### src/hw/mcr_pkg.sv
package mcr_pkg;
    // register offsets in the configuration table
    localparam logic [7:0] PIN_AND_ADDRESS_CONFIG_OFS  = 8'h89;
    localparam logic [7:0] FLAG_LATCH_CONFIG_OFS       = 8'h8a;
    localparam logic [7:0] DISABLE_AND_RSSI_CONFIG_OFS = 8'h8b;
    // reset values
    localparam logic [7:0] PIN_AND_ADDRESS_CONFIG_RST  = 8'h80;
    localparam logic [7:0] FLAG_LATCH_CONFIG_RST       = 8'h00;
    localparam logic [7:0] DISABLE_AND_RSSI_CONFIG_RST = 8'h00;
    // writable bits of the flag latch register, reserved read zero
    localparam logic [7:0] FLAG_LATCH_CONFIG_WMASK     = 8'h27;
    // first register fields
    localparam int DROPOUT_SOURCE_SELECT_BIT     = 7;
    localparam int SUPPLY_LOW_POWERUP_MASK_BIT   = 6;
    localparam int DROPOUT_OUTPUT_INVERT_BIT     = 5;
    localparam int SLAVE_ADDRESS_SELECT_BIT      = 4;
    localparam int ALARM_ROW_LOCATION_BIT        = 3;
    localparam int RATE_SELECT_OUTPUT_INVERT_BIT = 2;
    localparam int RATE_BIT_FROM_PIN_BIT         = 1;
    localparam int FAULT_INPUT_INVERT_BIT        = 0;
    // second register fields
    localparam int FAULT_FOLLOWS_DISABLE_BIT     = 5;
    localparam int ALARM_FLAG_LATCH_BIT          = 2;
    localparam int QUICK_TRIP_FLAG_LATCH_BIT     = 1;
    localparam int WARNING_FLAG_LATCH_BIT        = 0;
    // third register fields
    localparam int CROSSOVER_ENABLE_BIT          = 7;
    localparam int MONITOR_TWO_SUPPLY_REF_BIT    = 6;
    localparam int DISABLE_CLEARS_MON34_BIT      = 5;
    localparam int FET_GATE_TO_DISABLE_BIT       = 4;
    localparam int FAULT_PIN_TO_DISABLE_BIT      = 3;
    localparam int DISABLE_INPUT_IGNORE_BIT      = 2;
    localparam int FORCE_COARSE_RANGE_BIT        = 1;
    localparam int FORCE_FINE_RANGE_BIT          = 0;
    // fixed slave address when no programmed address is chosen
    localparam logic [7:0] DEFAULT_SLAVE_ADDRESS = 8'ha2;
    // flag row width (two bytes per flag group)
    localparam int FLAG_W = 16;
    // monitor-three conversion modes
    typedef enum logic [1:0] {
        MCR_RANGE_AUTO,
        MCR_RANGE_FINE,
        MCR_RANGE_COARSE
    } mcr_range_e;
endpackage

### src/hw/mcr_cfg_if.sv
`timescale 1ns/1ps
`default_nettype none
// stored configuration handed from the register bank to the pin logic
interface mcr_cfg_if;
    logic [7:0] cfg_a;
    logic [7:0] cfg_b;
    logic [7:0] cfg_c;
    modport bank (output cfg_a, output cfg_b, output cfg_c);
    modport user (input cfg_a, input cfg_b, input cfg_c);
endinterface
`default_nettype wire

### src/hw/mcr_config_regs.sv
// Notes on behaviour
// - bit7 picks dropout source: alarm or pin
// - bit6 masks supply-low alarm on fault output
// - bit5 inverts dropout output
// - bit4 picks programmed address else A2h
// - bit3 moves alarm-enable row between tables
// - bit2 inverts rate-select output
// - bit1 sources driver rate bit from pin
// - bit0 inverts transmit-fault input
// - disable input raises fault output when enabled
// - alarm flags latch when enabled
// - quick-trip flags latch when enabled
// - warning flags latch when enabled
// - crossover enable for monitor-three conversions
// - monitor-two reference ground or supply
// - disable clears monitor three/four flags
// - fet-gate fault ORed into disable output
// - fault pin ORed into disable output
// - disable input ORed unless ignored
// - monitor-three range: auto, fine, coarse
`timescale 1ns/1ps
`default_nettype none
module mcr_config_regs (
    // clock and reset
    input  wire logic        mclk,
    input  wire logic        reset_n,
    input  wire logic        clk_en,
    // register port from the two-wire host logic
    input  wire logic        reg_wr,
    input  wire logic        reg_rd,
    input  wire logic [7:0]  reg_addr,
    input  wire logic [7:0]  reg_wdata,
    output logic      [7:0]  reg_rdata,
    output logic             reg_hit,
    // password state
    input  wire logic        level_one_password,
    input  wire logic        level_two_password,
    input  wire logic        table_write_permission,
    // programmed device address
    input  wire logic [7:0]  device_address,
    // pins and internal signals
    input  wire logic        rx_dropout_input,
    input  wire logic        rx_dropout_low_alarm,
    input  wire logic        tx_fault_input,
    input  wire logic        tx_disable_input,
    input  wire logic        internal_fet_gate_fault,
    input  wire logic        supply_low_alarm,
    input  wire logic        supply_above_pod,
    input  wire logic        rate_select_source,
    input  wire logic        user_rate_bit,
    // monitor flag comparisons, one update strobe per conversion
    input  wire logic        flag_update,
    input  wire logic [15:0] alarm_compare,
    input  wire logic [15:0] quick_trip_compare,
    input  wire logic [15:0] warning_compare,
    input  wire logic [15:0] mon34_flag_mask,
    // outputs
    output logic             rx_dropout_output,
    output logic             tx_fault_output,
    output logic             tx_disable_output,
    output logic             rate_select_output,
    output logic             driver_rate_bit,
    output logic [7:0]       slave_address,
    output logic             alarm_row_in_upper_table,
    output logic             crossover_enable,
    output logic             monitor_two_supply_reference,
    output logic [1:0]       range_mode,
    output logic [15:0]      alarm_flags,
    output logic [15:0]      quick_trip_flags,
    output logic [15:0]      warning_flags
);
    mcr_cfg_if cfg ();

    logic [7:0]  cfg_a_ff;
    logic [7:0]  cfg_b_ff;
    logic [7:0]  cfg_c_ff;
    logic        wr_allowed;
    logic        fault_in;
    logic        dropout_src;
    logic        pod_seen_ff;
    logic [15:0] clear_mask;
    logic [15:0] alarm_w;
    logic [15:0] quick_w;
    logic [15:0] warn_w;
    mcr_pkg::mcr_range_e range_e;

    // write permission check
    assign wr_allowed = level_two_password
                      | (level_one_password & table_write_permission);

    // configuration storage; ignored writes leave state untouched
    always_ff @(posedge mclk or negedge reset_n) begin
        if (!reset_n) begin
            cfg_a_ff <= mcr_pkg::PIN_AND_ADDRESS_CONFIG_RST;
            cfg_b_ff <= mcr_pkg::FLAG_LATCH_CONFIG_RST;
            cfg_c_ff <= mcr_pkg::DISABLE_AND_RSSI_CONFIG_RST;
        end else if (clk_en && reg_wr && wr_allowed) begin
            case (reg_addr)
                mcr_pkg::PIN_AND_ADDRESS_CONFIG_OFS: begin
                    cfg_a_ff <= reg_wdata;
                end
                mcr_pkg::FLAG_LATCH_CONFIG_OFS: begin
                    cfg_b_ff <= reg_wdata & mcr_pkg::FLAG_LATCH_CONFIG_WMASK;
                end
                mcr_pkg::DISABLE_AND_RSSI_CONFIG_OFS: begin
                    cfg_c_ff <= reg_wdata;
                end
                default: begin
                end
            endcase
        end
    end

    assign cfg.cfg_a = cfg_a_ff;
    assign cfg.cfg_b = cfg_b_ff;
    assign cfg.cfg_c = cfg_c_ff;

    // read port, registered; unmapped offsets answer zero with no hit
    always_ff @(posedge mclk or negedge reset_n) begin
        if (!reset_n) begin
            reg_rdata <= 8'h00;
            reg_hit   <= 1'b0;
        end else if (clk_en) begin
            reg_hit   <= 1'b0;
            reg_rdata <= 8'h00;
            if (reg_rd) begin
                case (reg_addr)
                    mcr_pkg::PIN_AND_ADDRESS_CONFIG_OFS: begin
                        reg_rdata <= cfg.cfg_a;
                        reg_hit   <= 1'b1;
                    end
                    mcr_pkg::FLAG_LATCH_CONFIG_OFS: begin
                        reg_rdata <= cfg.cfg_b;
                        reg_hit   <= 1'b1;
                    end
                    mcr_pkg::DISABLE_AND_RSSI_CONFIG_OFS: begin
                        reg_rdata <= cfg.cfg_c;
                        reg_hit   <= 1'b1;
                    end
                    default: begin
                        reg_rdata <= 8'h00;
                    end
                endcase
            end
        end
    end

    // combinational sources from the stored configuration
    assign fault_in = tx_fault_input
                    ^ cfg.cfg_a[mcr_pkg::FAULT_INPUT_INVERT_BIT];
    assign dropout_src = cfg.cfg_a[mcr_pkg::DROPOUT_SOURCE_SELECT_BIT]
                       ? rx_dropout_input : rx_dropout_low_alarm;

    // power-on: remember once supply crossed the power-on threshold
    always_ff @(posedge mclk or negedge reset_n) begin
        if (!reset_n) begin
            pod_seen_ff <= 1'b0;
        end else if (clk_en && supply_above_pod) begin
            pod_seen_ff <= 1'b1;
        end
    end

    // pin outputs; config takes effect on the next edge after the write
    always_ff @(posedge mclk or negedge reset_n) begin
        if (!reset_n) begin
            rx_dropout_output  <= 1'b0;
            tx_fault_output    <= 1'b1;
            tx_disable_output  <= 1'b0;
            rate_select_output <= 1'b0;
            driver_rate_bit    <= 1'b0;
        end else if (clk_en) begin
            rx_dropout_output <= dropout_src
                ^ cfg.cfg_a[mcr_pkg::DROPOUT_OUTPUT_INVERT_BIT];
            // masked: output held low until above threshold, supply-low alarm never shown
            if (cfg.cfg_a[mcr_pkg::SUPPLY_LOW_POWERUP_MASK_BIT]) begin
                tx_fault_output <= ~pod_seen_ff ? 1'b0
                    : (fault_in | (tx_disable_input
                    & cfg.cfg_b[mcr_pkg::FAULT_FOLLOWS_DISABLE_BIT]));
            end else begin
                tx_fault_output <= ~pod_seen_ff | supply_low_alarm | fault_in
                    | (tx_disable_input
                    & cfg.cfg_b[mcr_pkg::FAULT_FOLLOWS_DISABLE_BIT]);
            end
            tx_disable_output <=
                (internal_fet_gate_fault
                 & cfg.cfg_c[mcr_pkg::FET_GATE_TO_DISABLE_BIT])
              | (fault_in
                 & cfg.cfg_c[mcr_pkg::FAULT_PIN_TO_DISABLE_BIT])
              | (tx_disable_input
                 & ~cfg.cfg_c[mcr_pkg::DISABLE_INPUT_IGNORE_BIT]);
            rate_select_output <= rate_select_source
                ^ cfg.cfg_a[mcr_pkg::RATE_SELECT_OUTPUT_INVERT_BIT];
            // pin polarity follows the output as driven next
            driver_rate_bit <= cfg.cfg_a[mcr_pkg::RATE_BIT_FROM_PIN_BIT]
                ? (rate_select_source
                   ^ cfg.cfg_a[mcr_pkg::RATE_SELECT_OUTPUT_INVERT_BIT])
                : user_rate_bit;
        end
    end

    // monitor-three range decode: both force bits act as normal
    always_comb begin
        case (cfg.cfg_c[1:0])
            2'b01: begin
                range_e = mcr_pkg::MCR_RANGE_FINE;
            end
            2'b10: begin
                range_e = mcr_pkg::MCR_RANGE_COARSE;
            end
            default: begin
                range_e = mcr_pkg::MCR_RANGE_AUTO;
            end
        endcase
    end

    // configuration-driven control outputs
    always_ff @(posedge mclk or negedge reset_n) begin
        if (!reset_n) begin
            slave_address                <= mcr_pkg::DEFAULT_SLAVE_ADDRESS;
            alarm_row_in_upper_table     <= 1'b0;
            crossover_enable             <= 1'b0;
            monitor_two_supply_reference <= 1'b0;
            range_mode                   <= 2'b00;
        end else if (clk_en) begin
            slave_address <= cfg.cfg_a[mcr_pkg::SLAVE_ADDRESS_SELECT_BIT]
                ? device_address : mcr_pkg::DEFAULT_SLAVE_ADDRESS;
            alarm_row_in_upper_table <=
                cfg.cfg_a[mcr_pkg::ALARM_ROW_LOCATION_BIT];
            crossover_enable <=
                cfg.cfg_c[mcr_pkg::CROSSOVER_ENABLE_BIT];
            monitor_two_supply_reference <=
                cfg.cfg_c[mcr_pkg::MONITOR_TWO_SUPPLY_REF_BIT];
            range_mode <= range_e;
        end
    end

    // disable event wipes monitor three/four flags while it is high
    assign clear_mask = (tx_disable_input
        & cfg.cfg_c[mcr_pkg::DISABLE_CLEARS_MON34_BIT])
        ? mon34_flag_mask : 16'h0000;

    mcr_flag_latch u_alarm (
        .mclk       (mclk),
        .reset_n    (reset_n),
        .clk_en     (clk_en),
        .update     (flag_update),
        .latch_en   (cfg.cfg_b[mcr_pkg::ALARM_FLAG_LATCH_BIT]),
        .clear_mask (clear_mask),
        .compare    (alarm_compare),
        .flags      (alarm_w)
    );

    mcr_flag_latch u_quick (
        .mclk       (mclk),
        .reset_n    (reset_n),
        .clk_en     (clk_en),
        .update     (flag_update),
        .latch_en   (cfg.cfg_b[mcr_pkg::QUICK_TRIP_FLAG_LATCH_BIT]),
        .clear_mask (clear_mask),
        .compare    (quick_trip_compare),
        .flags      (quick_w)
    );

    mcr_flag_latch u_warn (
        .mclk       (mclk),
        .reset_n    (reset_n),
        .clk_en     (clk_en),
        .update     (flag_update),
        .latch_en   (cfg.cfg_b[mcr_pkg::WARNING_FLAG_LATCH_BIT]),
        .clear_mask (clear_mask),
        .compare    (warning_compare),
        .flags      (warn_w)
    );

    assign alarm_flags      = alarm_w;
    assign quick_trip_flags = quick_w;
    assign warning_flags    = warn_w;
endmodule
`default_nettype wire

### src/hw/mcr_flag_latch.sv
`timescale 1ns/1ps
`default_nettype none
// one flag group: latching or tracking, with optional forced clear
module mcr_flag_latch (
    // clock and reset
    input  wire logic              mclk,
    input  wire logic              reset_n,
    input  wire logic              clk_en,
    // control
    input  wire logic              update,
    input  wire logic              latch_en,
    input  wire logic [15:0]       clear_mask,
    // data
    input  wire logic [15:0]       compare,
    output logic      [15:0]       flags
);
    logic [15:0] flags_ff;
    logic [15:0] nxt_flags;

    // new comparison sets bits; latched bits only leave via clear mask
    always_comb begin
        nxt_flags = flags_ff;
        if (update) begin
            if (latch_en) begin
                nxt_flags = flags_ff | compare;
            end else begin
                nxt_flags = compare;
            end
        end
        nxt_flags = nxt_flags & ~(clear_mask & ~(update ? compare : 16'h0000));
    end

    always_ff @(posedge mclk or negedge reset_n) begin
        if (!reset_n) begin
            flags_ff <= 16'h0000;
        end else if (clk_en) begin
            flags_ff <= nxt_flags;
        end
    end

    assign flags = flags_ff;
endmodule
`default_nettype wire

### config.mk
export PLATFORM = sky130hd
export DESIGN_NAME = mcr_config_regs
export DESIGN_NICKNAME = d
export VERILOG_FILES = /design/src/hw/mcr_pkg.sv /design/src/hw/mcr_cfg_if.sv /design/src/hw/mcr_config_regs.sv /design/src/hw/mcr_flag_latch.sv
export SDC_FILE = /design/constraint.sdc
export NUM_CORES = 1
export LEC_CHECK = 0
export BUFFER_PORTS_ARGS = -buffer_cell sky130_fd_sc_hd__buf_2
export CAP_MARGIN = 30
export CORE_MARGIN = 5
export CORE_UTILIZATION = 48
export CTS_CLUSTER_DIAMETER = 200
export DETAILED_ROUTE_END_ITERATION = 10
export PLACE_DENSITY = 0.77
export SYNTH_ARGS = -nofsm -noshare
export SYNTH_HDL_FRONTEND = slang
export SYNTH_HIERARCHICAL = 1
export SYNTH_SLANG_ARGS = --single-unit
### constraint.sdc
create_clock -name mclk -period 1.67 [get_ports mclk]
set_clock_uncertainty 0.05 [all_clocks]
set_input_delay 0.334 -clock mclk [delete_from_list [all_inputs] [get_ports mclk]]
set_output_delay 0.334 -clock mclk [all_outputs]
set_load 0.05 [all_outputs]
# Word level (Yosys, flattened, before mapping)
# Index checks and enable logic that the tools add are counted.
[op_classes]
n_reduce_logical = 7
multipliers = 0
n_addsub = 0
n_eq_ne = 5
bitwise_logic = 33
magnitude_cmp = 0
shift = 0
muxes = 20
div_mod_pow = 0
[op_table]
columns = ["cell", "count"]
rows = [
  ["$mux 16", 10],
  ["$and 16x16->16", 6],
  ["$not 16->16", 6],
  ["$or 16x16->16", 3],
  ["$eq 8x8->1 const B", 3],
  ["$pmux 8 s3", 1],
  ["$mux 8", 2],
  ["$or 1x1->1", 7],
  ["$and 1x1->1", 6],
  ["$mux 1", 6],
  ["$reduce_and 2->1", 3],
  ["$pmux 2 s2", 1],
  ["$logic_and 1x1->1", 3],
  ["$reduce_or 3->1", 1],
  ["$xor 1x1->1", 3],
  ["$eq 2x1->1 const B", 1],
  ["$eq 2x2->1 const B", 1],
  ["$not 1->1", 2],
]
[word_totals]
mem_bits_ro = 0
ramBits = 0
memories = 0
output_inout_bits = 75
latch_bits = 0
inputBits = 106
ff_bits = 96

# Longest topological paths before layout
[logic_depth]
word_depth = 5
ltp_mapped = 4
depth_no_buf = 3

# Cells and area by module
# The synthesis kept the hierarchy.
[modules_own_cells]
columns = ["mod", "area_per_inst_um2", "seq_area_each_um2", "cells_each", "instances"]
rows = [
  ["mcr_config_regs", 2265.9, 1207.4, 198, 1],
  ["mcr_flag_latch", 666.9, 400.4, 54, 3],
]

# Least setup slack after synthesis
# Ideal clock, no wire load.
[synth_path]
kind = "input to register"
startpoint = "input port reg_addr[5]"
endpoint = "register cfg_a_ff[0] (netlist: cfg.cfg_a[0])"
cell_stages = 4
arrival_time_ns = 1.860
setup_ns = 0.125
slack_ns = -0.364
path_buffers = 1
path_cell_list = "or4b_1 buf_2 nor4_4 mux2_2"
[synth_via]
elab_chain_len = 2
[synth_rtl]
columns = ["item", "line", "rtl"]
rows = [
  ["start, declared", "mcr_config_regs.sv:31", "input wire logic [7:0] reg_addr,"],
  ["$eq 8x8->1", "mcr_config_regs.sv:98", "case (reg_addr)"],
  ["$reduce_and 2->1 (no source line)", "--", ""],
  ["end signal, assigned", "mcr_config_regs.sv:94", "cfg_a_ff <= mcr_pkg::PIN_AND_ADDRESS_CONFIG_RST;"],
  ["end signal, assigned", "mcr_config_regs.sv:100", "cfg_a_ff <= reg_wdata;"],
  ["end, declared", "mcr_config_regs.sv:74", "logic [7:0] cfg_a_ff;"],
]
# Every way passes these cells.
# A chain may end at the register's enable or synchronous reset.

# Final worst setup path
[layout_path]
startpoint = "input port reg_addr[5]"
endpoint = "register cfg_c_ff[7] (netlist: cfg.cfg_c[7])"
[layout_via]
elab_chain_len = 2
[layout_rtl]
columns = ["item", "line", "rtl"]
rows = [
  ["$eq 8x8->1", "mcr_config_regs.sv:98", ""],
  ["$reduce_and 2->1 (no source line)", "--", ""],
  ["end signal, assigned", "mcr_config_regs.sv:96", "cfg_c_ff <= mcr_pkg::DISABLE_AND_RSSI_CONFIG_RST;"],
  ["end signal, assigned", "mcr_config_regs.sv:106", "cfg_c_ff <= reg_wdata;"],
  ["end, declared", "mcr_config_regs.sv:76", "logic [7:0] cfg_c_ff;"],
]
# Every way passes these cells.

==> flow_metrics.py <==
metrics = {
    "clock_network": {
        "htree_num_levels": 3,
        "cts_tree": "yes",
        "cts-hold-fix-buffers": 1,
        "cts_resized": 0,
        "cts_made_buffers": 9,
        "cts.clk_slew.worst_paths_ns": 0.10,
        "cts.sinks": 96,
        "cts-root-buf": "clkbuf_8",
        "cts_setup_buffers": 0,
        "cts.path.max_buffers": 2,
        "clkLatencyLatePin_ns": 0.35,
    },
    "sta": {
        "max_freq_mhz": 629,
        "tightestPinTransition_ns": 0.677,
        "period_minus_slack_ns": 1.59,
        "drv_slew": 0,
        "setup_viol": 0,
        "finalHoldViolCount": 0,
        "relSlewSlack_pct": 54.8,
        "hold_slack_ns": 0.123,
        "fin_crit_sh_pct": 95.2,
        "rsz0062_at_grt": "false",
    },
    "layout": {
        "final_nets": 652,
        "drive_gt1_share_pct": 47.2,
        "n_fill_cell": 714,
        "utilization_pct": 63.6,
        "diodes": 0,
        "final_common_cell": "buf_2",
        "syn_to_final_growth_pct": 29.4,
        "fin_cells": 659,
        "final_cell_mix": "179 x buf_2, 91 x dfrtp_1, 54 x o21ai_0",
    },
    "synthesis": {
        "ys_ff_latch": 96,
        "synth-compound-area-share_pct": 20.2,
        "synth_flop_cell": "dfrtp_1",
        "yosysSeqAreaShare_pct": 56.5,
        "synthesis.area_sq_mm": 0.00427,
        "synth_edf_count": 0,
        "synthSimpleGateAreaFrac_pct": 8.83,
        "synth-adder-area-share_pct": 0,
        "synth.area.top_cells": "dfrtp_1 53%, a22o_1 9.9%, mux2_2 8.7%",
        "synth_xor_area_share_pct": 0.616,
        "synth_top_area_cell": "dfrtp_1",
        "synthArstFlopShare_pct": 100,
        "synthMuxAreaShare_pct": 8.94,
        "synth_top_family_by_area": "compound AO/OA/AOI/OAI gates",
        "synth.distinct_cells": 35,
        "synth_nets": 466,
        "synth.top_cell.area_share_pct": 53.4,
        "yosys_warnings": 6,
        "avgSynthCellArea_sq_um": 11.9,
        "syn-instance-count": 360,
    },
    "route": {
        "dr.pass1.iters": 4,
        "postRouteWirelength_um": 12400,
        "drtIter0Drc": 234,
        "routed_via_density": 5.58,
        "via_count": 3679,
        "wl_per_cell_um": 18.9,
        "drc": 0,
        "final_antenna_net_count": 0,
    },
    "power_and_ir_drop": {
        "p_per_area_mw_per_mm2": 974,
        "total_power_mw": 5.38,
        "total_leakage_power_nw": 2.85,
        "peakVddDrop_uv": 467,
    },
    "critical_path": {
        "reg2reg_from": "cfg.cfg_c[5]",
        "critPathMaxStageDelay_ns": 0.60,
        "worst-endpoint-arrival_ns": 1.78,
        "cp_num_cells": 5,
        "setup.worst_path.end": "cfg.cfg_c[7]",
        "worstPathRequired_ns": 1.86,
        "reg2reg_to": "u_quick/flags[10]",
        "crit_start": "reg_addr[5]",
        "r2r_slack_ns": 0.21,
        "crit_path_cell_trace": "buf_2 -> or4b_4 -> nor4_4 -> buf_4 -> mux2_2",
        "cp-end-kind": "flop",
        "path_buf_inv": 2,
        "path_delay_family": "simple AND/OR/NAND/NOR gates",
        "crit_slowest_cell": "or4b_4",
        "cp-start-kind": "input pin",
        "crit_type": "in2reg",
        "reg2reg_depth": 3,
        "cp_max_fo": 5,
    },
    "placed_design": {
        "post-place-cells": 642,
        "post-dp-hpwl_um": 9500,
        "port-buffer-count": 180,
        "place.gp.congestion": 0.862,
    },
    "die": {
        "die-area_sq_mm": 0.0109,
        "rows": 34,
        "die_h_um": 104,
        "fp.dieW_um": 104,
        "io_pins": 181,
        "core_area_sq_mm": 0.00868,
        "initial_core_util_pct": 49.2,
    },
    "global_routing": {
        "grt_max_degree": 49,
        "grt_pass1_wl_um": 20200,
        "globalRouteOverflowTotal": 0,
        "grt_usage_pct": 23.0,
        "antenna_found_initial": 0,
        "first_global_vias": 3832,
    },
    "status": {
        "status": "complete, no violations",
    },
    "worst_hold_path": {
        "hold_path_class": "in2reg",
    },
    "run": {
        "cap_violations": 0,
    },
}
[worst min-delay path by stage]
| stage | start | to | slack [ns] | cells after the start |
|---|---|---|---|---|
| 3_3_place_gp | reset_n | slave_address[0] | 0.20 | 1 |
| 2_1_floorplan | reset_n | alarm_row_in_upper_table | -0.01 | 0 |
| 4_1_cts | supply_above_pod | pod_seen_ff | 0.11 | 2 |
| 3_5_place_dp | reset_n | slave_address[0] | 0.21 | 1 |
| 6_report | supply_above_pod | pod_seen_ff | 0.12 | 2 |
| 5_1_grt | supply_above_pod | pod_seen_ff | 0.1 | 2 |
[sequential cells by signal, indices dropped and copies added (netlist names)]
name	flops
reg_hit	1
crossover_enable	1
cfg.cfg_b	4
u_warn/flags	16
rate_select_output	1
cfg.cfg_c	8
tx_fault_output	1
pod_seen_ff	1
slave_address	8
tx_disable_output	1
reg_rdata	8
u_quick/flags	16
driver_rate_bit	1
u_alarm/flags	16
cfg.cfg_a	8
range_mode	2
alarm_row_in_upper_table	1
rx_dropout_output	1
monitor_two_supply_reference	1
[cells in the mapped netlist (2+ instances only)]
| cell type | n |
|---|---|
| dfrtp_1 | 91 |
| o21ai_0 | 54 |
| a22o_1 | 48 |
| mux2_2 | 33 |
| inv_1 | 19 |
| and3_1 | 16 |
| clkbuf_1 | 9 |
| o22ai_1 | 8 |
| nand2_1 | 7 |
| buf_6 | 6 |
| nand3_1 | 6 |
| nor2_1 | 6 |
| dfstp_2 | 5 |
| a21oi_1 | 4 |
| a22oi_1 | 4 |
| a31oi_1 | 4 |
| and2_1 | 4 |
| buf_2 | 4 |
| nand3b_1 | 4 |
| buf_1 | 3 |
| nor2b_2 | 3 |
| nor4_4 | 3 |
| o21ai_1 | 3 |
| a21o_1 | 2 |
| nor2b_1 | 2 |
| or3_2 | 2 |
| xnor2_1 | 2 |
[per-stage QoR]
stage,TNS (ns),setup WS [ns],area [sq um]
after CTS,0,0.0865,5520
after global routing,0,0.0543,5520
after global placement,-5.80,-0.230,5320
final,0,0.0806,5520
after detailed placement,-6.57,-0.252,5320
after floorplan,-4.34,-0.210,4290
[worst reg2reg max path, cell delays in order (launching register included)]
cell	delay, ns
dfrtp_1	0.65
and3_1	0.32
o21ai_0	0.12
a22o_1	0.21
[power by group]
group          switching, mW  leakage [nW]  internal (mW)
combinational          0.927          1.53          0.383
sequential             0.106          1.23           2.50
clock                  0.860        0.0956          0.607
[area by class of cell]
class | count | area [sq um] | share of cell area [%]
Sequential cell | 96 | 2410 | 43.6
Multi-Input combinational cell | 222 | 1670 | 30.2
Timing Repair Buffer | 198 | 1050 | 19.1
Clock buffer | 10 | 138 | 2.49
Tap cell | 108 | 135 | 2.45
Inverter | 19 | 71.3 | 1.29
Clock inverter | 6 | 50.0 | 0.906
[kinds of logic after synthesis]
| logic type | after synthesis |
|---|---|
| AO/OA/AOI/OAI | 129 |
| flip-flops | 96 |
| AND/OR/NAND/NOR | 56 |
| buffers and inverters | 42 |
| multiplexers | 34 |
| XOR/XNOR | 3 |
[per-layer routing]
layer | wire [um] | vias to the layer above | global-route usage, %
li1 | - | 1692 | -
met5 | 0 | - | 0
met2 | 5890 | 179 | 36.7
met4 | 340 | 0 | 8.33
met3 | 1020 | 25 | 7.20
met1 | 5180 | 1783 | 29.5
No activity file was read; power rests on OpenSTA's default activity.
